**src/logic/dec_defines.svh**
```systemverilog
`ifndef DEC_DEFINES_SVH
`define DEC_DEFINES_SVH

// Opcode fields of the first word; NIB_SECOND and BYTE_PTR_SECOND are second-word fields.
`define NIB_BIT_CLEAR 4'h9
`define NIB_BIT_SET 4'h8
`define NIB_BIT_TOGGLE 4'h7
`define NIB_SKIP_CLEAR 4'hb
`define NIB_SKIP_SET 4'ha
`define NIB_SECOND 4'hf
`define NIB_MOVE_PAIR 4'hc
`define HI5_BRANCH 5'h1c
`define HI7_CALL 7'h76
`define BYTE_GOTO 8'hef
`define BYTE_PTR_LOAD 8'hee
`define BYTE_PTR_SECOND 8'hf0
`define BITS_PTR_ZERO 2'h0
`define BYTE_ADD_LIT 8'h0f
`define BYTE_SUB_LIT 8'h08
`define BYTE_AND_LIT 8'h0b
`define BYTE_OR_LIT 8'h09
`define BYTE_XOR_LIT 8'h0a
`define BYTE_MOVE_LIT 8'h0e
`define BYTE_MUL_LIT 8'h0d
`define BYTE_RET_LIT 8'h0c
`define HI12_BANK_LOAD 12'h010
`define WORD_SLEEP 16'h0003
`define WORD_WDT_CLEAR 16'h0004
`define WORD_PUSH 16'h0005
`define WORD_POP 16'h0006
`define HI15_INT_RETURN 15'h0008
`define HI15_RETURN 15'h0009
`define HI14_TABLE_READ 14'h0002
`define HI14_TABLE_WRITE 14'h0003

// Branch condition pairs; the low condition bit inverts the test.
`define COND_ZERO 2'h0
`define COND_CARRY 2'h1
`define COND_OVERFLOW 2'h2

// Status flag positions and masks of flags an instruction updates.
`define FLG_C 0
`define FLG_DC 1
`define FLG_Z 2
`define FLG_OV 3
`define FLG_N 4
`define MASK_NONE 5'h00
`define MASK_ARITH 5'h1f
`define MASK_LOGIC 5'h14

// Bit operation codes.
`define BITOP_CLEAR 2'h0
`define BITOP_SET 2'h1
`define BITOP_TOGGLE 2'h2

// Special file addresses and access bank halves.
`define ADDR_TIMER_ZERO 12'hf90
`define ADDR_PORT_B 12'hf80
`define BANK_ACCESS_LO 4'h0
`define BANK_ACCESS_HI 4'hf

// APB register map.
`define REG_CTRL 12'h000
`define REG_STATUS 12'h004
`define REG_COUNT 12'h008
`define CTRL_EN_BIT 0
`define CTRL_PRESC_BIT 1
`define CTRL_EN_RESET 1'b1

`endif

```
**src/logic/dec_pkg.sv**
```systemverilog
`default_nettype none

package dec_pkg;

  typedef enum logic [2:0] {
    ST_FETCH, ST_SECOND, ST_FLUSH, ST_SKIP, ST_SKIP_SECOND
  } decState_t;

  typedef enum logic [3:0] {
    OP_NOP, OP_BIT, OP_SKIP, OP_BRANCH, OP_CALL, OP_GOTO, OP_RETURN, OP_INT_RETURN,
    OP_RET_LIT, OP_STACK, OP_SYS, OP_LITERAL, OP_BANK, OP_POINTER, OP_TABLE, OP_OTHER
  } opClass_t;

  typedef struct packed {
    decState_t state;
    logic [15:0] firstWord;
    logic [3:0] bank_select_register;
    logic ctrlEn;
    logic ctrlPresc;
    logic [15:0] retired;
    opClass_t opClass;
    logic opStrobe;
    logic [11:0] fileAddr;
    logic [2:0] bitIndex;
    logic [1:0] bitOp;
    logic [7:0] literal;
    logic [19:0] pcTarget;
    logic pcLoad;
    logic pcFromStack;
    logic fastSave;
    logic [4:0] flagMask;
    logic toPdUpdate;
    logic stackPush;
    logic stackPop;
    logic wdtClear;
    logic sleepEnter;
    logic intEnHigh;
    logic intEnLow;
    logic [1:0] pointerSel;
    logic [11:0] pointerValue;
    logic pointerLoad;
    logic [1:0] tableMode;
    logic tableWrite;
    logic tableGo;
    logic usePins;
    logic prescClear;
    logic [31:0] prdata;
    logic pslverr;
  } decoder_t;

endpackage

`default_nettype wire

```
**src/logic/cpu_instruction_decoder.sv**
```systemverilog
// Contract
// - Nibbles 9,8,7 decode bit clear/set/toggle.
// - Nibbles b,a skip-if-clear/set, extra skip cycles.
// - Branch zero/nonzero/carry/no-carry, two cycles taken.
// - Branch overflow/negative variants change no flags.
// - Call is two words with fast save.
// - Absolute jump two words, 20-bit target.
// - Lone second-word pattern executes as no-op.
// - PC change costs second no-op cycle.
// - Push and pop: one cycle, no flags.
// - Interrupt return re-enables enable by priority.
// - Return and return-with-literal: two cycles, no flags.
// - Standby and watchdog clear update timeout/powerdown bits.
// - Literal add/subtract update all five flags.
// - Literal and/or/xor update zero, negative only.
// - Literal move and multiply affect no flags.
// - Bank load writes bank select low nibble.
// - Pointer load: two words, 12-bit value.
// - Table read with four pointer update modes.
// - Table write with same update modes.
// - Port read-modify-write uses pin values.
// - Timer-zero write clears assigned prescaler.
// - Access bank when bit zero, else bank select.
//
// Decided for this implementation: the APB slave port and the placing of the registers.
`timescale 1ns/10ps
`default_nettype none
`include "dec_defines.svh"

module cpu_instruction_decoder (
  input wire logic clk_sys,
  input wire logic rst_b,
  input wire logic [15:0] instrWord,
  input wire logic wordValid,
  output logic wordReady,
  input wire logic [19:0] pcNext,
  input wire logic [4:0] statusFlags,
  input wire logic bitTestValue,
  input wire logic inHighIsr,
  output logic opStrobe,
  output dec_pkg::opClass_t opClass,
  output logic [11:0] fileAddr,
  output logic [2:0] bitIndex,
  output logic [1:0] bitOp,
  output logic [7:0] literal,
  output logic [19:0] pcTarget,
  output logic pcLoad,
  output logic pcFromStack,
  output logic fastSave,
  output logic [4:0] flagMask,
  output logic toPdUpdate,
  output logic stackPush,
  output logic stackPop,
  output logic wdtClear,
  output logic sleepEnter,
  output logic intEnHigh,
  output logic intEnLow,
  output logic [3:0] bankSelect,
  output logic [1:0] pointerSel,
  output logic [11:0] pointerValue,
  output logic pointerLoad,
  output logic [1:0] tableMode,
  output logic tableWrite,
  output logic tableGo,
  output logic usePins,
  output logic prescClear,
  input wire logic psel,
  input wire logic penable,
  input wire logic pwrite,
  input wire logic [11:0] paddr,
  input wire logic [31:0] pwdata,
  output logic [31:0] prdata,
  output logic pready,
  output logic pslverr
);
  import dec_pkg::*;

  decoder_t s;
  decoder_t n;
  logic take;
  logic condTrue;
  logic [11:0] effAddr;

  // Words are only accepted while software has the decoder enabled.
  assign take = wordValid && s.ctrlEn;
  assign wordReady = s.ctrlEn;
  assign pready = 1'b1;

  assign effAddr = instrWord[8] ? {s.bank_select_register, instrWord[7:0]} :
                   {(instrWord[7] ? `BANK_ACCESS_HI : `BANK_ACCESS_LO), instrWord[7:0]};

  // condition select; the low code bit inverts the tested flag.
  always_comb begin
    case (instrWord[10:9])
      `COND_ZERO: condTrue = statusFlags[`FLG_Z] ^ instrWord[8];
      `COND_CARRY: condTrue = statusFlags[`FLG_C] ^ instrWord[8];
      `COND_OVERFLOW: condTrue = statusFlags[`FLG_OV] ^ instrWord[8];
      default: condTrue = statusFlags[`FLG_N] ^ instrWord[8];
    endcase
  end

  // Next-state logic: decode, two-word tracking, flush and skip, APB access.
  always_comb begin
    n = s;
    n.opStrobe = 1'b0;
    n.pcLoad = 1'b0;
    n.pcFromStack = 1'b0;
    n.stackPush = 1'b0;
    n.stackPop = 1'b0;
    n.wdtClear = 1'b0;
    n.sleepEnter = 1'b0;
    n.intEnHigh = 1'b0;
    n.intEnLow = 1'b0;
    n.pointerLoad = 1'b0;
    n.tableGo = 1'b0;
    n.prescClear = 1'b0;
    n.usePins = 1'b0;
    n.toPdUpdate = 1'b0;
    n.flagMask = `MASK_NONE;
    if (take) begin
      n.opStrobe = 1'b1;
      n.opClass = OP_NOP;
      case (s.state)
        ST_FETCH: begin
          n.retired = s.retired + 16'h0001;
          if (instrWord[15:12] == `NIB_BIT_CLEAR || instrWord[15:12] == `NIB_BIT_SET ||
              instrWord[15:12] == `NIB_BIT_TOGGLE) begin
            n.opClass = OP_BIT;
            n.bitIndex = instrWord[11:9];
            n.fileAddr = effAddr;
            n.bitOp = (instrWord[15:12] == `NIB_BIT_CLEAR) ? `BITOP_CLEAR :
                      (instrWord[15:12] == `NIB_BIT_SET) ? `BITOP_SET : `BITOP_TOGGLE;
            n.usePins = (effAddr == `ADDR_PORT_B);
            n.prescClear = (effAddr == `ADDR_TIMER_ZERO) && s.ctrlPresc;
          end else if (instrWord[15:12] == `NIB_SKIP_CLEAR ||
                       instrWord[15:12] == `NIB_SKIP_SET) begin
            n.opClass = OP_SKIP;
            n.bitIndex = instrWord[11:9];
            n.fileAddr = effAddr;
            if (bitTestValue == (instrWord[15:12] == `NIB_SKIP_SET)) begin
              n.state = ST_SKIP;
            end
          end else if (instrWord[15:11] == `HI5_BRANCH) begin
            n.opClass = OP_BRANCH;
            n.pcTarget = pcNext + {{12{instrWord[7]}}, instrWord[7:0]};
            if (condTrue) begin
              n.pcLoad = 1'b1;
              n.state = ST_FLUSH;
            end
          end else if (instrWord[15:9] == `HI7_CALL || instrWord[15:8] == `BYTE_GOTO ||
                       (instrWord[15:8] == `BYTE_PTR_LOAD &&
                        instrWord[7:6] == `BITS_PTR_ZERO) ||
                       instrWord[15:12] == `NIB_MOVE_PAIR) begin
            n.firstWord = instrWord;
            n.state = ST_SECOND;
            n.opStrobe = 1'b0;
          end else if (instrWord[15:12] == `NIB_SECOND) begin
            n.opClass = OP_NOP;
          end else if (instrWord == `WORD_PUSH || instrWord == `WORD_POP) begin
            n.opClass = OP_STACK;
            n.stackPush = (instrWord == `WORD_PUSH);
            n.stackPop = (instrWord == `WORD_POP);
          end else if (instrWord == `WORD_SLEEP || instrWord == `WORD_WDT_CLEAR) begin
            n.opClass = OP_SYS;
            n.sleepEnter = (instrWord == `WORD_SLEEP);
            n.wdtClear = (instrWord == `WORD_WDT_CLEAR);
            n.toPdUpdate = 1'b1;
          end else if (instrWord[15:1] == `HI15_INT_RETURN) begin
            n.opClass = OP_INT_RETURN;
            n.fastSave = instrWord[0];
            n.pcFromStack = 1'b1;
            n.intEnHigh = inHighIsr;
            n.intEnLow = !inHighIsr;
            n.state = ST_FLUSH;
          end else if (instrWord[15:1] == `HI15_RETURN ||
                       instrWord[15:8] == `BYTE_RET_LIT) begin
            n.opClass = (instrWord[15:8] == `BYTE_RET_LIT) ? OP_RET_LIT : OP_RETURN;
            n.fastSave = (instrWord[15:8] != `BYTE_RET_LIT) && instrWord[0];
            n.literal = instrWord[7:0];
            n.pcFromStack = 1'b1;
            n.state = ST_FLUSH;
          end else if (instrWord[15:8] == `BYTE_ADD_LIT ||
                       instrWord[15:8] == `BYTE_SUB_LIT) begin
            n.opClass = OP_LITERAL;
            n.literal = instrWord[7:0];
            n.flagMask = `MASK_ARITH;
          end else if (instrWord[15:8] == `BYTE_AND_LIT || instrWord[15:8] == `BYTE_OR_LIT ||
                       instrWord[15:8] == `BYTE_XOR_LIT) begin
            n.opClass = OP_LITERAL;
            n.literal = instrWord[7:0];
            n.flagMask = `MASK_LOGIC;
          end else if (instrWord[15:8] == `BYTE_MOVE_LIT ||
                       instrWord[15:8] == `BYTE_MUL_LIT) begin
            n.opClass = OP_LITERAL;
            n.literal = instrWord[7:0];
          end else if (instrWord[15:4] == `HI12_BANK_LOAD) begin
            n.opClass = OP_BANK;
            n.bank_select_register = instrWord[3:0];
          end else if (instrWord[15:2] == `HI14_TABLE_READ ||
                       instrWord[15:2] == `HI14_TABLE_WRITE) begin
            n.opClass = OP_TABLE;
            n.tableMode = instrWord[1:0];
            n.tableWrite = (instrWord[15:2] == `HI14_TABLE_WRITE);
            n.tableGo = 1'b1;
            n.state = ST_FLUSH;
          end else begin
            n.opClass = OP_OTHER;
          end
        end
        ST_SECOND: begin
          n.state = ST_FETCH;
          if (s.firstWord[15:9] == `HI7_CALL || s.firstWord[15:8] == `BYTE_GOTO) begin
            n.opClass = (s.firstWord[15:8] == `BYTE_GOTO) ? OP_GOTO : OP_CALL;
            n.pcTarget = {instrWord[11:0], s.firstWord[7:0]};
            n.pcLoad = 1'b1;
            n.stackPush = (s.firstWord[15:8] != `BYTE_GOTO);
            n.fastSave = (s.firstWord[15:8] != `BYTE_GOTO) && s.firstWord[8];
          end else if (s.firstWord[15:8] == `BYTE_PTR_LOAD) begin
            n.opClass = OP_POINTER;
            n.pointerSel = s.firstWord[5:4];
            n.pointerValue = {s.firstWord[3:0], instrWord[7:0]};
            n.pointerLoad = 1'b1;
          end else begin
            n.opClass = OP_OTHER;
          end
        end
        ST_SKIP: begin
          // skipped two-word costs a third cycle
          if (instrWord[15:9] == `HI7_CALL || instrWord[15:8] == `BYTE_GOTO ||
              (instrWord[15:8] == `BYTE_PTR_LOAD && instrWord[7:6] == `BITS_PTR_ZERO) ||
              instrWord[15:12] == `NIB_MOVE_PAIR) begin
            n.state = ST_SKIP_SECOND;
          end else begin
            n.state = ST_FETCH;
          end
        end
        ST_FLUSH: n.state = ST_FETCH;
        ST_SKIP_SECOND: n.state = ST_FETCH;
        default: n.state = ST_FETCH;
      endcase
    end
    // APB: read data is built in the setup cycle so it stands registered in the access.
    if (psel && !penable) begin
      n.pslverr = !(paddr == `REG_CTRL || paddr == `REG_STATUS || paddr == `REG_COUNT);
      case (paddr)
        `REG_CTRL: n.prdata = {30'h0, s.ctrlPresc, s.ctrlEn};
        `REG_STATUS: n.prdata = {21'h0, s.bank_select_register, s.opClass, s.state};
        `REG_COUNT: n.prdata = {16'h0, s.retired};
        default: n.prdata = 32'h0;
      endcase
    end
    if (psel && penable && pwrite && paddr == `REG_CTRL) begin
      n.ctrlEn = pwdata[`CTRL_EN_BIT];
      n.ctrlPresc = pwdata[`CTRL_PRESC_BIT];
    end
  end

  // State register; decode outputs all come from here.
  always_ff @(posedge clk_sys or negedge rst_b) begin
    if (!rst_b) begin
      s <= '0;
      s.ctrlEn <= `CTRL_EN_RESET;
    end else begin
      s <= n;
    end
  end

  // Output wiring.
  assign opStrobe = s.opStrobe;
  assign opClass = s.opClass;
  assign fileAddr = s.fileAddr;
  assign bitIndex = s.bitIndex;
  assign bitOp = s.bitOp;
  assign literal = s.literal;
  assign pcTarget = s.pcTarget;
  assign pcLoad = s.pcLoad;
  assign pcFromStack = s.pcFromStack;
  assign fastSave = s.fastSave;
  assign flagMask = s.flagMask;
  assign toPdUpdate = s.toPdUpdate;
  assign stackPush = s.stackPush;
  assign stackPop = s.stackPop;
  assign wdtClear = s.wdtClear;
  assign sleepEnter = s.sleepEnter;
  assign intEnHigh = s.intEnHigh;
  assign intEnLow = s.intEnLow;
  assign bankSelect = s.bank_select_register;
  assign pointerSel = s.pointerSel;
  assign pointerValue = s.pointerValue;
  assign pointerLoad = s.pointerLoad;
  assign tableMode = s.tableMode;
  assign tableWrite = s.tableWrite;
  assign tableGo = s.tableGo;
  assign usePins = s.usePins;
  assign prescClear = s.prescClear;
  assign prdata = s.prdata;
  assign pslverr = s.pslverr;

  // Checks on decoded outputs.
  property p_bit_clear;
    @(posedge clk_sys) disable iff (!rst_b)
    take && s.state == ST_FETCH && instrWord[15:12] == `NIB_BIT_CLEAR |=>
      opClass == OP_BIT && bitOp == `BITOP_CLEAR && bitIndex == $past(instrWord[11:9]);
  endproperty
  a_bit_clear: assert property (p_bit_clear) else $error("bit clear misdecoded");

  property p_skip_taken;
    @(posedge clk_sys) disable iff (!rst_b)
    take && s.state == ST_FETCH && instrWord[15:12] == `NIB_SKIP_SET && bitTestValue |=>
      s.state == ST_SKIP ##1 (take ? !opStrobe || opClass == OP_NOP : 1'b1);
  endproperty
  a_skip_taken: assert property (p_skip_taken) else $error("skip not taken");

  property p_branch_zero;
    @(posedge clk_sys) disable iff (!rst_b)
    take && s.state == ST_FETCH && instrWord[15:8] == 8'he0 && statusFlags[`FLG_Z] |=>
      pcLoad && flagMask == `MASK_NONE &&
      pcTarget == $past(pcNext + {{12{instrWord[7]}}, instrWord[7:0]});
  endproperty
  a_branch_zero: assert property (p_branch_zero) else $error("branch target wrong");

  property p_branch_flush;
    @(posedge clk_sys) disable iff (!rst_b)
    pcLoad && opClass == OP_BRANCH |-> s.state == ST_FLUSH;
  endproperty
  a_branch_flush: assert property (p_branch_flush) else $error("no flush cycle");

  property p_goto_two;
    @(posedge clk_sys) disable iff (!rst_b)
    take && s.state == ST_FETCH && instrWord[15:8] == `BYTE_GOTO |=>
      s.state == ST_SECOND && !pcLoad;
  endproperty
  a_goto_two: assert property (p_goto_two) else $error("jump not two words");

  property p_lone_second;
    @(posedge clk_sys) disable iff (!rst_b)
    take && s.state == ST_FETCH && instrWord[15:12] == `NIB_SECOND |=>
      opClass == OP_NOP && !pcLoad;
  endproperty
  a_lone_second: assert property (p_lone_second) else $error("lone word not no-op");

  property p_push;
    @(posedge clk_sys) disable iff (!rst_b)
    take && s.state == ST_FETCH && instrWord == `WORD_PUSH |=>
      stackPush && flagMask == `MASK_NONE ##1
      stackPush == $past(take && s.state == ST_FETCH && instrWord == `WORD_PUSH);
  endproperty
  a_push: assert property (p_push) else $error("push misdecoded");

  property p_bank_load;
    @(posedge clk_sys) disable iff (!rst_b)
    take && s.state == ST_FETCH && instrWord[15:4] == `HI12_BANK_LOAD |=>
      bankSelect == $past(instrWord[3:0]);
  endproperty
  a_bank_load: assert property (p_bank_load) else $error("bank not loaded");

  property p_add_flags;
    @(posedge clk_sys) disable iff (!rst_b)
    take && s.state == ST_FETCH && instrWord[15:8] == `BYTE_ADD_LIT |=>
      flagMask == `MASK_ARITH;
  endproperty
  a_add_flags: assert property (p_add_flags) else $error("add flag mask wrong");

  property p_presc;
    @(posedge clk_sys) disable iff (!rst_b)
    prescClear |-> opClass == OP_BIT && fileAddr == `ADDR_TIMER_ZERO;
  endproperty
  a_presc: assert property (p_presc) else $error("spurious prescaler clear");

endmodule // cpu_instruction_decoder

`default_nettype wire

```
**config.mk**
```make
export PLATFORM = sky130hd
export DESIGN_NAME = cpu_instruction_decoder
export DESIGN_NICKNAME = d
export VERILOG_FILES = /design/src/logic/dec_pkg.sv /design/src/logic/cpu_instruction_decoder.sv
export VERILOG_INCLUDE_DIRS = /design/src /design/src/logic
export SDC_FILE = /design/constraint.sdc
export NUM_CORES = 1
export LEC_CHECK = 0
export BUFFER_PORTS_ARGS = -buffer_cell sky130_fd_sc_hd__buf_2
export CAP_MARGIN = 40
export CORE_MARGIN = 5
export CORE_UTILIZATION = 48
export CTS_CLUSTER_SIZE = 10
export DETAILED_ROUTE_END_ITERATION = 8
export GPL_ROUTABILITY_DRIVEN = 0
export HOLD_SLACK_MARGIN = 0.05
export MAX_ROUTING_LAYER = met4
export PLACE_DENSITY = 0.79
export SYNTH_ARGS = -nofsm -noshare
export SYNTH_HDL_FRONTEND = slang
export SYNTH_SLANG_ARGS = --single-unit
```
**constraint.sdc**
```tcl
create_clock -name clk_sys -period 2.3 [get_ports clk_sys]
set_clock_uncertainty 0.05 [all_clocks]
set_input_delay 0 -clock clk_sys [delete_from_list [all_inputs] [get_ports clk_sys]]
set_output_delay 0 -clock clk_sys [all_outputs]
set_load 0.1 [all_outputs]
```
### Word level (Yosys, flattened, before mapping)

Index checks and enable logic that the tools add are counted.

* flip-flop bits (word level): 160
* output and inout bits: 125
* word-level logic and storage cells: 287

* add/subtract/negate cells: 2
* equality and inequality tests: 62
* muxes and demuxes: 124
* bitwise logic cells: 18
* reduce and logical (&&, ||, !) cells: 47

Operators with widths (number)
* 4-bit two-way mux: 41
* 8-bit two-way mux: 11
* 43-bit two-way mux: 2
* 82-bit two-way mux: 1
* 15-bit two-way mux: 5
* 8-bit by 4-bit equality test with 1-bit output, second input constant: 8
* 16-bit by 3-bit equality test with 1-bit output, second input constant: 3
* 3-bit two-way mux: 16
* 16-bit one-hot mux with 3 select lines: 1
* 14-bit two-way mux: 3
* 21-bit two-way mux: 2
* 21-bit one-hot mux with 2 select lines: 1
* 20-bit two-way mux: 2
* 7-bit inequality test, second input constant: 5
* 8-bit equality test, second input constant: 4
* 15-bit by 4-bit equality test with 1-bit output, second input constant: 2
* 14-bit by 2-bit equality test with 1-bit output, second input constant: 2
* 26-bit two-way mux: 1
* 5-bit two-way mux: 5
* 12-bit equality test, second input constant: 2
* 4-bit equality test, second input constant: 6
* 23-bit two-way mux: 1
* 2-bit two-way mux: 11
* 11-bit AND reduction: 2
* other kinds (46): 116

### Longest topological paths before layout

Gate-level depths: netlist of run 1.

* word-level depth: 18
* gate-level depth with buffers: 10

### Least setup slack after synthesis of run 1

Ideal clock, no wire load.

* kind: register -> register
* start: register s, in the netlist wordReady
* end: register s, in the netlist literal[5]
* library setup time: 0.125 ns
* arrival: 2.505 ns
* path slack: -0.380 ns
* cell stages (with the launch flop): 7
* path buffers: 1
* cell sequence: dfstp_2 > and2_1 > buf_2 > nand2_1 > or3_4 > nor3_4 > mux2_2

* cells in the longest elaborated chain, start to end: 2

Ends and longest elaborated chain
* start, declared: line cpu_instruction_decoder.sv:78 `decoder_t s;`
* start signal, assigned: line cpu_instruction_decoder.sv:264 `s <= n;`
* 1-bit logical AND: line cpu_instruction_decoder.sv:85 `assign take = wordValid && s.ctrlEn;`
* 11-bit AND reduction (no source line)

No other way between the ends.
A chain may end at the register's enable or synchronous reset.

### Worst setup path in the final report of run 1

* start: register s[158] (netlist name)
* end: register s[141] (netlist name)

* cells in the longest elaborated chain, start to end: 2

Ends and longest elaborated chain
* 3-bit logical NOT: line cpu_instruction_decoder.sv:123 `case (s.state)`
* 6-bit AND reduction (no source line)

No other way between the ends.

==> results.toml, run 1 <==
[clock_network]
path_clk_slew_ns = 0.06
insertion_delay_ns = 0.42
cts_max_level = 4
cts_buffers = 17
cts_buffer_depth = 2
clock-sinks = 141
cts_tree = "done"
cts-root-buf = "clkbuf_16"

[logic_synthesis]
synthArstFlopShare = 1.00
synth-edff-count = 0
synthCells = 802
yosysWarnings = 0
seq_area_frac_synth = 0.444
synthesis.area_um2 = 7950
ys.flop_type = "dfrtp_1"
synth_area_per_cell_um2 = 9.91
synth_seq_cells = 141
synth_cell_types = 68

[finish]
final_common_cell = "buf_2"
design_area_um2 = 9690
synthToLayoutAreaGrowth_pct = 21.9
final_cell_mix = "buf_2 (169), dfrtp_1 (140), nand2_1 (71), nor2_1 (55), mux2_2 (52)"
nets = 1070
n_fill_cell = 1357
layout-drive-gt1-share = 0.345
n_antenna_cell = 0

[route]
first_pass_iters = 5
viasPerCell = 5.43
drt_iter0_markers = 375
wirelength_um = 21000
wl_per_cell_um = 17.6
ant_nets = 0
remaining_drc_errors = 0
vias = 6451

[global_routing]
grt_pass1_wl_um = 34400
grt_max_degree = 70
first_global_vias = 6567
grt_antenna_before_repair = 0
gr-total-overflow = 0
grtUsageTotal = 0.229

[die]
row_count = 47
die_h_um = 139
start_util = 0.485
core_area_um2 = 16400
die_w_um = 139
io_pins = 218
dieArea_um2 = 19200

[power_and_ir_drop]
ir_worst_vdd_uv = 510
power.leakage_nw = 4.91
p_total_mw = 5.94
power.density_nw_per_um2 = 613

[critical_path]
worstPathRequired_ns = 2.55
cp-start-kind = "register"
critPathCaptureType = "register"
critPathKind = "register to register"
cp_max_fo = 17
critical_path_arrival_ns = 2.46

[timing]
finalHoldViolCount = 0
finalCriticalPeriod_ns = 2.20
fin_crit_sh = 0.958
setup_viol = 0
max_freq_ghz = 0.454
slew_viol_final = 0
tightest_slew_ns = 0.663
relSlewSlack = 0.558
tns_ns = 0
rsz0062_at_grt = "no"

[min_path]
worst_hold_path_type = "primary input to register"

[job]
max_cap_viol_count = 0

[placement]
place_area_um2 = 8640
hpwl_um = 15400
port_buffers = 169

[outcome]
status = "completed"
==> routing by layer <==
layer / vias to the layer above / GRT usage / routed length (um)
met2: 274 / 0.363 / 10100
met4: 0 / 0.0819 / 588
met3: 36 / 0.0559 / 1550
met5: - / - / 0
met1: 3113 / 0.289 / 8730
li1: 3028 / - / -
==> Yosys cell counts, drive strengths merged, types with 2 or more instances <==
cell     count  area (um2)
nor3        19         128
o211ai       2        15.0
xor2        18         158
o21ai       43         215
clkbuf      22        82.6
nand3       23         115
o2111ai      2        23.8
inv          8        30.0
and2         3        18.8
a311oi       2        17.5
o31ai        2        15.0
a21o         9        67.6
a31oi        9        56.3
nand4b       2        17.5
or2          4        25.0
ha          20         250
a22oi       22         165
o21a         4        30.0
nor3b        3        27.5
a22o         2        17.5
a211oi       3        22.5
and4         2        17.5
conb         2        7.51
nand2b       7        43.8
a21oi       46         238
nand4       12        75.1
nand2       73         274
buf        118         871
and3         7        45.1
or3          8        60.1
and4b        2        20.0
nor4         5        37.5
xnor2       17         149
dfrtp      140        3500
mux2        54         608
nor2        57         224
a221oi       3        26.3
nor2b       11        68.8
mux2i        2        20.0
o311ai       2        17.5
==> layout make-up <==
cell class	count	area [um2]	area share
clock inverter	12	138	0.0142
multi-input combinational	528	3570	0.368
timing repair buffer	260	1700	0.175
inverter	8	30.0	0.00310
clock buffer	20	447	0.0461
sequential	141	3530	0.365
tap	220	275	0.0284
==> worst max-delay path, stage by stage (launching register included) <==
cell     delay (ns)
dfrtp_1        0.45
or3_4          0.45
nor2_4         0.17
buf_4          0.13
nand2_1        0.07
nor2b_1        0.23
buf_12         0.19
mux2_2         0.34
==> worst paths after layout <==
check / startpoint / depth (start not counted) / to / slack (ns)
hold / removal: pcNext[1] / 4 / pcTarget[1] / 0.07
hold reg to reg: prdata[12] / 2 / prdata[12] / 0.41
max in group asynchronous: rst_b / 3 / wdtClear / 1.59
setup / recovery: s[158] / 7 / s[141] / 0.1
min in group asynchronous: rst_b / 2 / wordReady / 0.11
setup reg to reg: s[158] / 7 / s[141] / 0.1
==> cell families (layout without fill, tap and decap cells) <==
family / count (synthesis) / in the layout / share of synthesized area
adder cells (fa/ha/maj): 21 / 21 / 0.0340
AO/OA/AOI/OAI: 158 / 158 / 0.124
AND/OR/NAND/NOR: 240 / 240 / 0.153
buffers and inverters: 148 / 300 / 0.124
XOR/XNOR: 35 / 35 / 0.0386
other: 2 / 17 / 0.000944
multiplexers: 57 / 57 / 0.0823
flip-flops: 141 / 141 / 0.444
==> metrics by stage <==
step	util	cells	worst slack, ns	hold slack (ns)
3_3_place_gp	0.526	1116	0.00183	-0.131
6_report	0.591	1189	0.0974	0.0709
2_1_floorplan	-	817	-0.0498	-0.346
4_1_cts	0.586	1187	0.0408	0.0573
3_5_place_dp	0.527	1117	-0.0460	-0.127
5_1_grt	0.591	1189	0.00149	0.104
==> registers in the layout, indices dropped and copies added (netlist names), 3 cells and up <==
register / count
s: 36
pointerValue: 12
literal: 8
fileAddr: 12
opClass: 4
pcTarget: 20
prdata: 16
bitIndex: 3
bankSelect: 4
==> where the power goes <==
part           internal, mW  switching [mW]  total, mW
clock                  1.63            1.06       2.69
sequential             2.48         0.00298       2.49
combinational         0.268           0.489      0.757
total                  4.38            1.55       5.94
==> what timing repair did <==
item / 4_1_cts / 5_1_grt
hold buffers: 38 / 0
endpoints found under the hold margin: 211 / 0
gates resized for setup: 0 / 7
setup buffers: 0 / 2
setup endpoints to repair: 0 / 6
Note: power is estimated with default switching activity, not from simulation.
==> run 2: changes to the inputs <==
--- a/config.mk
+++ b/config.mk
@@ -6,10 +6,11 @@
 export SDC_FILE = /design/constraint.sdc
 export NUM_CORES = 1
 export LEC_CHECK = 0
+export ABC_AREA = 1
 export BUFFER_PORTS_ARGS = -buffer_cell sky130_fd_sc_hd__buf_2
 export CAP_MARGIN = 40
 export CORE_MARGIN = 5
-export CORE_UTILIZATION = 48
+export CORE_UTILIZATION = 49
 export CTS_CLUSTER_SIZE = 10
 export DETAILED_ROUTE_END_ITERATION = 8
 export GPL_ROUTABILITY_DRIVEN = 0
==> run 2 against run 1 <==
  * Register-to-register slack improved by 0.08 ns
  * Power up 3.0%
  * Critical path type is now primary input to register
  * Global-route usage rose by 0.97 points
  * Worst hold slack lost 0.0025 ns
  * Critical endpoint is now s[135]
  * Sequential cell count stayed put
  * Synthesized area grew 11%
  * Routed wire length grew 14%
==> results.toml, run 2 <==
[outcome]
status = "completed"

[finish]
final_common_cell = "nand2_1"
n_antenna_cell = 0
regMostFlops = "s"
synthToLayoutAreaGrowth_pct = 15.7
nets = 1426
layout-drive-gt1-share = 0.210
final_cell_mix = "nand2_1 (322), buf_2 (168), dfrtp_1 (140), nor2_1 (133), inv_1 (124)"
stdcell_count = 1554
n_fill_cell = 1605
largest_reg_flops = 36
final_util = 0.574

[route]
wirelength_um = 24000
ant_nets = 0
remaining_drc_errors = 0
vias = 7977
drt_iter0_markers = 586
wl_per_cell_um = 15.4
viasPerCell = 5.13
first_pass_iters = 7

[timing]
tns_ns = 0
slew_viol_final = 0
setup_viol = 0
fin_crit_sh = 0.980
finalCriticalPeriod_ns = 2.25
rsz0062_at_grt = "no"
finalHoldViolCount = 0
worst_hold_slack_ns = 0.0685
max_freq_ghz = 0.444
relSlewSlack = 0.594
tightest_slew_ns = 0.609

[clock_network]
cts_tree = "done"
path_clk_slew_ns = 0.06
postCtsSetupRepairBufs = 0
clock-sinks = 141
cts_buffer_depth = 2
cts_max_level = 4
cts-root-buf = "clkbuf_16"
cts_buffers = 17
insertion_delay_ns = 0.42

[min_path]
min_path_cells = 5
hold_start = "pcNext[15]"
holdPathEnd = "pcTarget[15]"
worst_hold_path_type = "primary input to register"

[critical_path]
critPathKind = "primary input to register"
path_common_cell = "dlygate4sd3_1"
worstPathRequired_ns = 2.60
cp_num_buf_inv = 4
slowest_delay_ns = 0.58
cp_max_fo = 3
critPathCaptureType = "register"
r2r_setup_slack_ns = 0.18
crit_chain = "dlygate4sd3_1 > buf_2 > nor3_1 > nand2_1 > nor2_4 > nand2_1 > dlygate4sd3_1 > o21ai_0 > dlygate4sd3_1"
critical_path_arrival_ns = 2.56
critPathSlowestCell = "dlygate4sd3_1"
cpLargestDelayFamily = "buffers and inverters"
rr_worst_depth = 9
r2r-end = "bitOp[0]"
r2r_start = "s[158]"
cp-start-kind = "primary input"

[logic_synthesis]
synth_area_per_cell_um2 = 7.44
synth_cell_types = 46
netlist_top_cells_area = "dfrtp_1 (40%), nand2_1 (14%), buf_4 (9.2%)"
yosysTopAreaCellShare = 0.396
seq_area_frac_synth = 0.399
synthCells = 1189
synthArstFlopShare = 1.00
yosysWarnings = 0
synth_seq_cells = 141
synth_common_cells = "nand2_1 (322), dfrtp_1 (140), nor2_1 (134)"
synth-edff-count = 0
synthesis.area_um2 = 8840
yosysTopAreaCell = "dfrtp_1"
ys.flop_type = "dfrtp_1"
yosysMostFrequentCell = "nand2_1"

[power_and_ir_drop]
seqPwrFrac = 0.407
sw_frac_of_total = 0.267
ir_worst_vdd_uv = 488
combPwrFrac = 0.128
power.switching_mw = 1.64
p_total_mw = 6.12
power.density_nw_per_um2 = 598
p_int_mw = 4.48
power.leakage_nw = 5.61
clkPwrFrac = 0.466

[global_routing]
grt_pass1_wl_um = 38200
grt_max_degree = 56
grt_antenna_before_repair = 0
grtUsageTotal = 0.239
first_global_vias = 7543
gr-total-overflow = 0

[die]
dieArea_um2 = 20800
die_w_um = 144
row_count = 49
die_h_um = 144
start_util = 0.496
io_pins = 218
core_area_um2 = 17800

[placement]
hpwl_um = 18000
port_buffers = 169
dp_cells = 1488

[job]
max_cap_viol_count = 0
[run 2: worst min-delay path, cell delays in order]
cell	delay [ns]
buf_2	0.08
ha_1	0.19
nand2_1	0.07
nand3_1	0.10
a21oi_2	0.06
[run 2: routing by layer]
layer / up-vias / GRT usage / routed length, um / part of all wire
met2: 341 / 0.372 / 11100 / 0.46
li1: 3900 / - / - / -
met1: 3688 / 0.318 / 10300 / 0.43
met3: 48 / 0.0443 / 1960 / 0.082
met4: 0 / 0.0761 / 611 / 0.025
met5: - / - / 0 / 0
[run 2: cells by family after synthesis]
| kind of cell | count (synthesis) | synth area share |
|---|---|---|
| xor+xnor | 20 | 0.0198 |
| fa+ha+maj | 21 | 0.0306 |
| mux | 1 | 0.00127 |
| flops | 141 | 0.399 |
| other cells | 2 | 0.000849 |
| compound gates | 139 | 0.0890 |
| simple gates | 600 | 0.296 |
| buf+inv | 265 | 0.163 |
[run 2: worst max path at each step]
stage                        end          from  depth (start not counted)
finish                    s[135]      paddr[2]                          9
global route              s[135]      paddr[2]                          9
CTS                  pcTarget[6]  instrWord[0]                         13
detailed placement   pcTarget[6]  instrWord[0]                         12
global placement          s[134]     wordReady                         10
floorplan           pcTarget[13]     wordReady                          9
[run 2: power by group through the flow]
stage | combinational (mW) | sequential [mW] | clock [mW]
after floorplan | 0.506 | 2.53 | 0
after global placement | 0.708 | 2.53 | 0
after detailed placement | 0.722 | 2.53 | 0
after CTS | 0.769 | 2.49 | 2.89
after global routing | 0.861 | 2.49 | 3.00
final | 0.780 | 2.49 | 2.85
[run 2: repair_timing]
item / in CTS / in global routing
resized for setup: 0 / 4
endpoints found under the hold margin: 185 / 0
endpoints found under the setup margin: 0 / 3
hold buffers: 34 / 0
[run 2: per-stage QoR]
stage / instance area [um2] / worst slack (ns)
3_5_place_dp: 9260 / 0.264
5_1_grt: 10200 / 0.00140
4_1_cts: 10200 / 0.160
6_report: 10200 / 0.0465
3_3_place_gp: 9260 / 0.335
2_1_floorplan: 8900 / 0.122
[run 2: cell type report]
cell class,instances,area (um2),area share
timing repair buffer,220,1360,0.132
clock inverter,12,160,0.0157
multi-input combinational,798,3940,0.385
inverter,134,505,0.0494
clock buffer,20,457,0.0446
sequential,141,3530,0.345
tap,229,287,0.0280
==> run 3: changes to the inputs <==
--- a/config.mk
+++ b/config.mk
@@ -16,7 +16,7 @@
 export GPL_ROUTABILITY_DRIVEN = 0
 export HOLD_SLACK_MARGIN = 0.05
 export MAX_ROUTING_LAYER = met4
-export PLACE_DENSITY = 0.79
+export PLACE_DENSITY = 0.85
 export SYNTH_ARGS = -nofsm -noshare
 export SYNTH_HDL_FRONTEND = slang
 export SYNTH_SLANG_ARGS = --single-unit
==> run 3 against run 2 <==
  * Fmax up 2.7%
  * Final cell count shrank 0.39%
  * Die area stayed put
  * Clock power shrank 10%
  * Sequential cell count is the same
  * Via count is 3.0% higher
  * Global-route usage increased by 0.21 points
  * Register-to-register slack lost 0.04 ns
  * Worst setup slack gained 0.059 ns
  * Power shrank 4.8%
  * Largest cell class unchanged
==> results.toml, run 3 (synthesis results as in run 2) <==
[global_routing]
grt_antenna_before_repair = 1
met1_usage = 0.308
grtUsageTotal = 0.241
grt_max_degree = 67
first_global_vias = 7896
grt_pass1_wl_um = 38600
grtUsageMet3 = 0.0486
gr-total-overflow = 0
gr-max-usage-layer = "met2"
met2_usage = 0.374

[power_and_ir_drop]
p_int_mw = 4.24
sw_frac_of_total = 0.272
power.density_nw_per_um2 = 574
power.switching_mw = 1.59
seqPwrFrac = 0.427
power.leakage_nw = 5.57
combPwrFrac = 0.133
ir_worst_vdd_uv = 370
clkPwrFrac = 0.439

[job]
max_cap_viol_count = 0

[clock_network]
cts_buffers = 17
cts_max_level = 4
path_clk_slew_ns = 0.06
clock-sinks = 141
cts-root-buf = "clkbuf_16"
cts_buffer_depth = 2
cts_tree = "done"
insertion_delay_ns = 0.42

[finish]
n_fill_cell = 1548
largest_reg_flops = 36
layout-drive-gt1-share = 0.213
register_area_um2 = 3530
synthToLayoutAreaGrowth_pct = 14.8
final_common_cell = "nand2_1"
final_util = 0.569
regMostFlops = "s"
final_cell_mix = "nand2_1 (321), buf_2 (167), dfrtp_1 (140), nor2_1 (131), inv_1 (120)"
nets = 1421
multiInputGateArea_um2 = 3950

[die]
row_count = 49
io_pins = 218
start_util = 0.496
dieArea_um2 = 20800
die_h_um = 144
core_area_um2 = 17800
die_w_um = 144

[route]
vias = 8220
drt_iter0_markers = 649
wl_per_cell_um = 15.7
first_pass_iters = 7
ant_nets = 0
viasPerCell = 5.31
remaining_drc_errors = 0
wirelength_um = 24200

[timing]
fin_crit_sh = 0.954
max_freq_ghz = 0.456
finalCriticalPeriod_ns = 2.19
tightest_slew_ns = 0.630
tns_ns = 0
rsz0062_at_grt = "yes"
worst_hold_slack_ns = 0.0583
relSlewSlack = 0.580
setup_viol = 0
slew_viol_final = 0
finalHoldViolCount = 0

[critical_path]
cp_max_fo = 13
critical_path_arrival_ns = 2.44
worstPathRequired_ns = 2.55
critPathCaptureType = "register"
critPathKind = "primary input to register"
cp-start-kind = "primary input"

[outcome]
status = "completed"

[min_path]
worst_hold_path_type = "primary input to register"

[placement]
port_buffers = 169
hpwl_um = 17900
==> run 3: path summary, 6_finish.rpt <==
check	startpoint	endpoint	slack, ns	cells after the start
setup / recovery	instrWord[1]	intEnHigh	0.11	10
hold / removal	pcNext[15]	pcTarget[15]	0.06	5
setup reg to reg	s[159]	bitOp[0]	0.14	9
hold reg to reg	s[132]	s[132]	0.42	1
max in group asynchronous	rst_b	bankSelect[1]	1.36	3
min in group asynchronous	rst_b	pcTarget[17]	0.12	2
==> run 3: area by class of cell <==
cell class,count,area share
Multi-Input combinational cell,798,0.389
Sequential cell,141,0.348
Timing Repair Buffer,215,0.129
Inverter,134,0.0515
Clock buffer,20,0.0450
Tap cell,229,0.0282
Clock inverter,10,0.00912
Antenna cell,1,0.000247
==> run 3: stage by stage <==
| step | worst slack [ns] | area (um2) | cells | power, mW |
|---|---|---|---|---|
| floorplan | 0.122 | 8900 | 1204 | 3.04 |
| global route | -0.0307 | 10100 | 1548 | 6.04 |
| finish | 0.106 | 10100 | 1548 | 5.82 |
| CTS | 0.0690 | 10100 | 1546 | 5.84 |
| detailed placement | 0.279 | 9230 | 1484 | 3.25 |
| global placement | 0.332 | 9230 | 1484 | 3.24 |
==> run 3: routing by layer <==
metal | vias to the layer above | wire [um]
li1 | 3895 | -
met1 | 3819 | 9860
met2 | 419 | 11100
met3 | 87 | 2320
met4 | 0 | 909
met5 | - | 0
==> run 3: what timing repair did <==
item / in CTS / in global routing
endpoints found under the setup margin: 0 / 3
endpoints found under the hold margin: 161 / 0
gates resized for setup: 0 / 14
hold buffers: 32 / 0
buffers inserted: 0 / 1
==> run 3: worst max-delay path, cell delays in order <==
cell and delay, ns:
dlygate4sd3_1 0.53, buf_2 0.24, inv_1 0.30, nor3_1 0.35, nand3_1 0.20, nand2_1 0.11, nor2_1 0.07, nand2_1 0.06
nor2_1 0.04, dlygate4sd3_1 0.54
==> run 3: power by group through the flow <==
stage | registers [mW] | clock network [mW] | logic (mW)
final | 2.49 | 2.56 | 0.777
after global routing | 2.49 | 2.70 | 0.859
after CTS | 2.49 | 2.59 | 0.759
after detailed placement | 2.53 | 0 | 0.718
after global placement | 2.53 | 0 | 0.704
after floorplan | 2.53 | 0 | 0.506
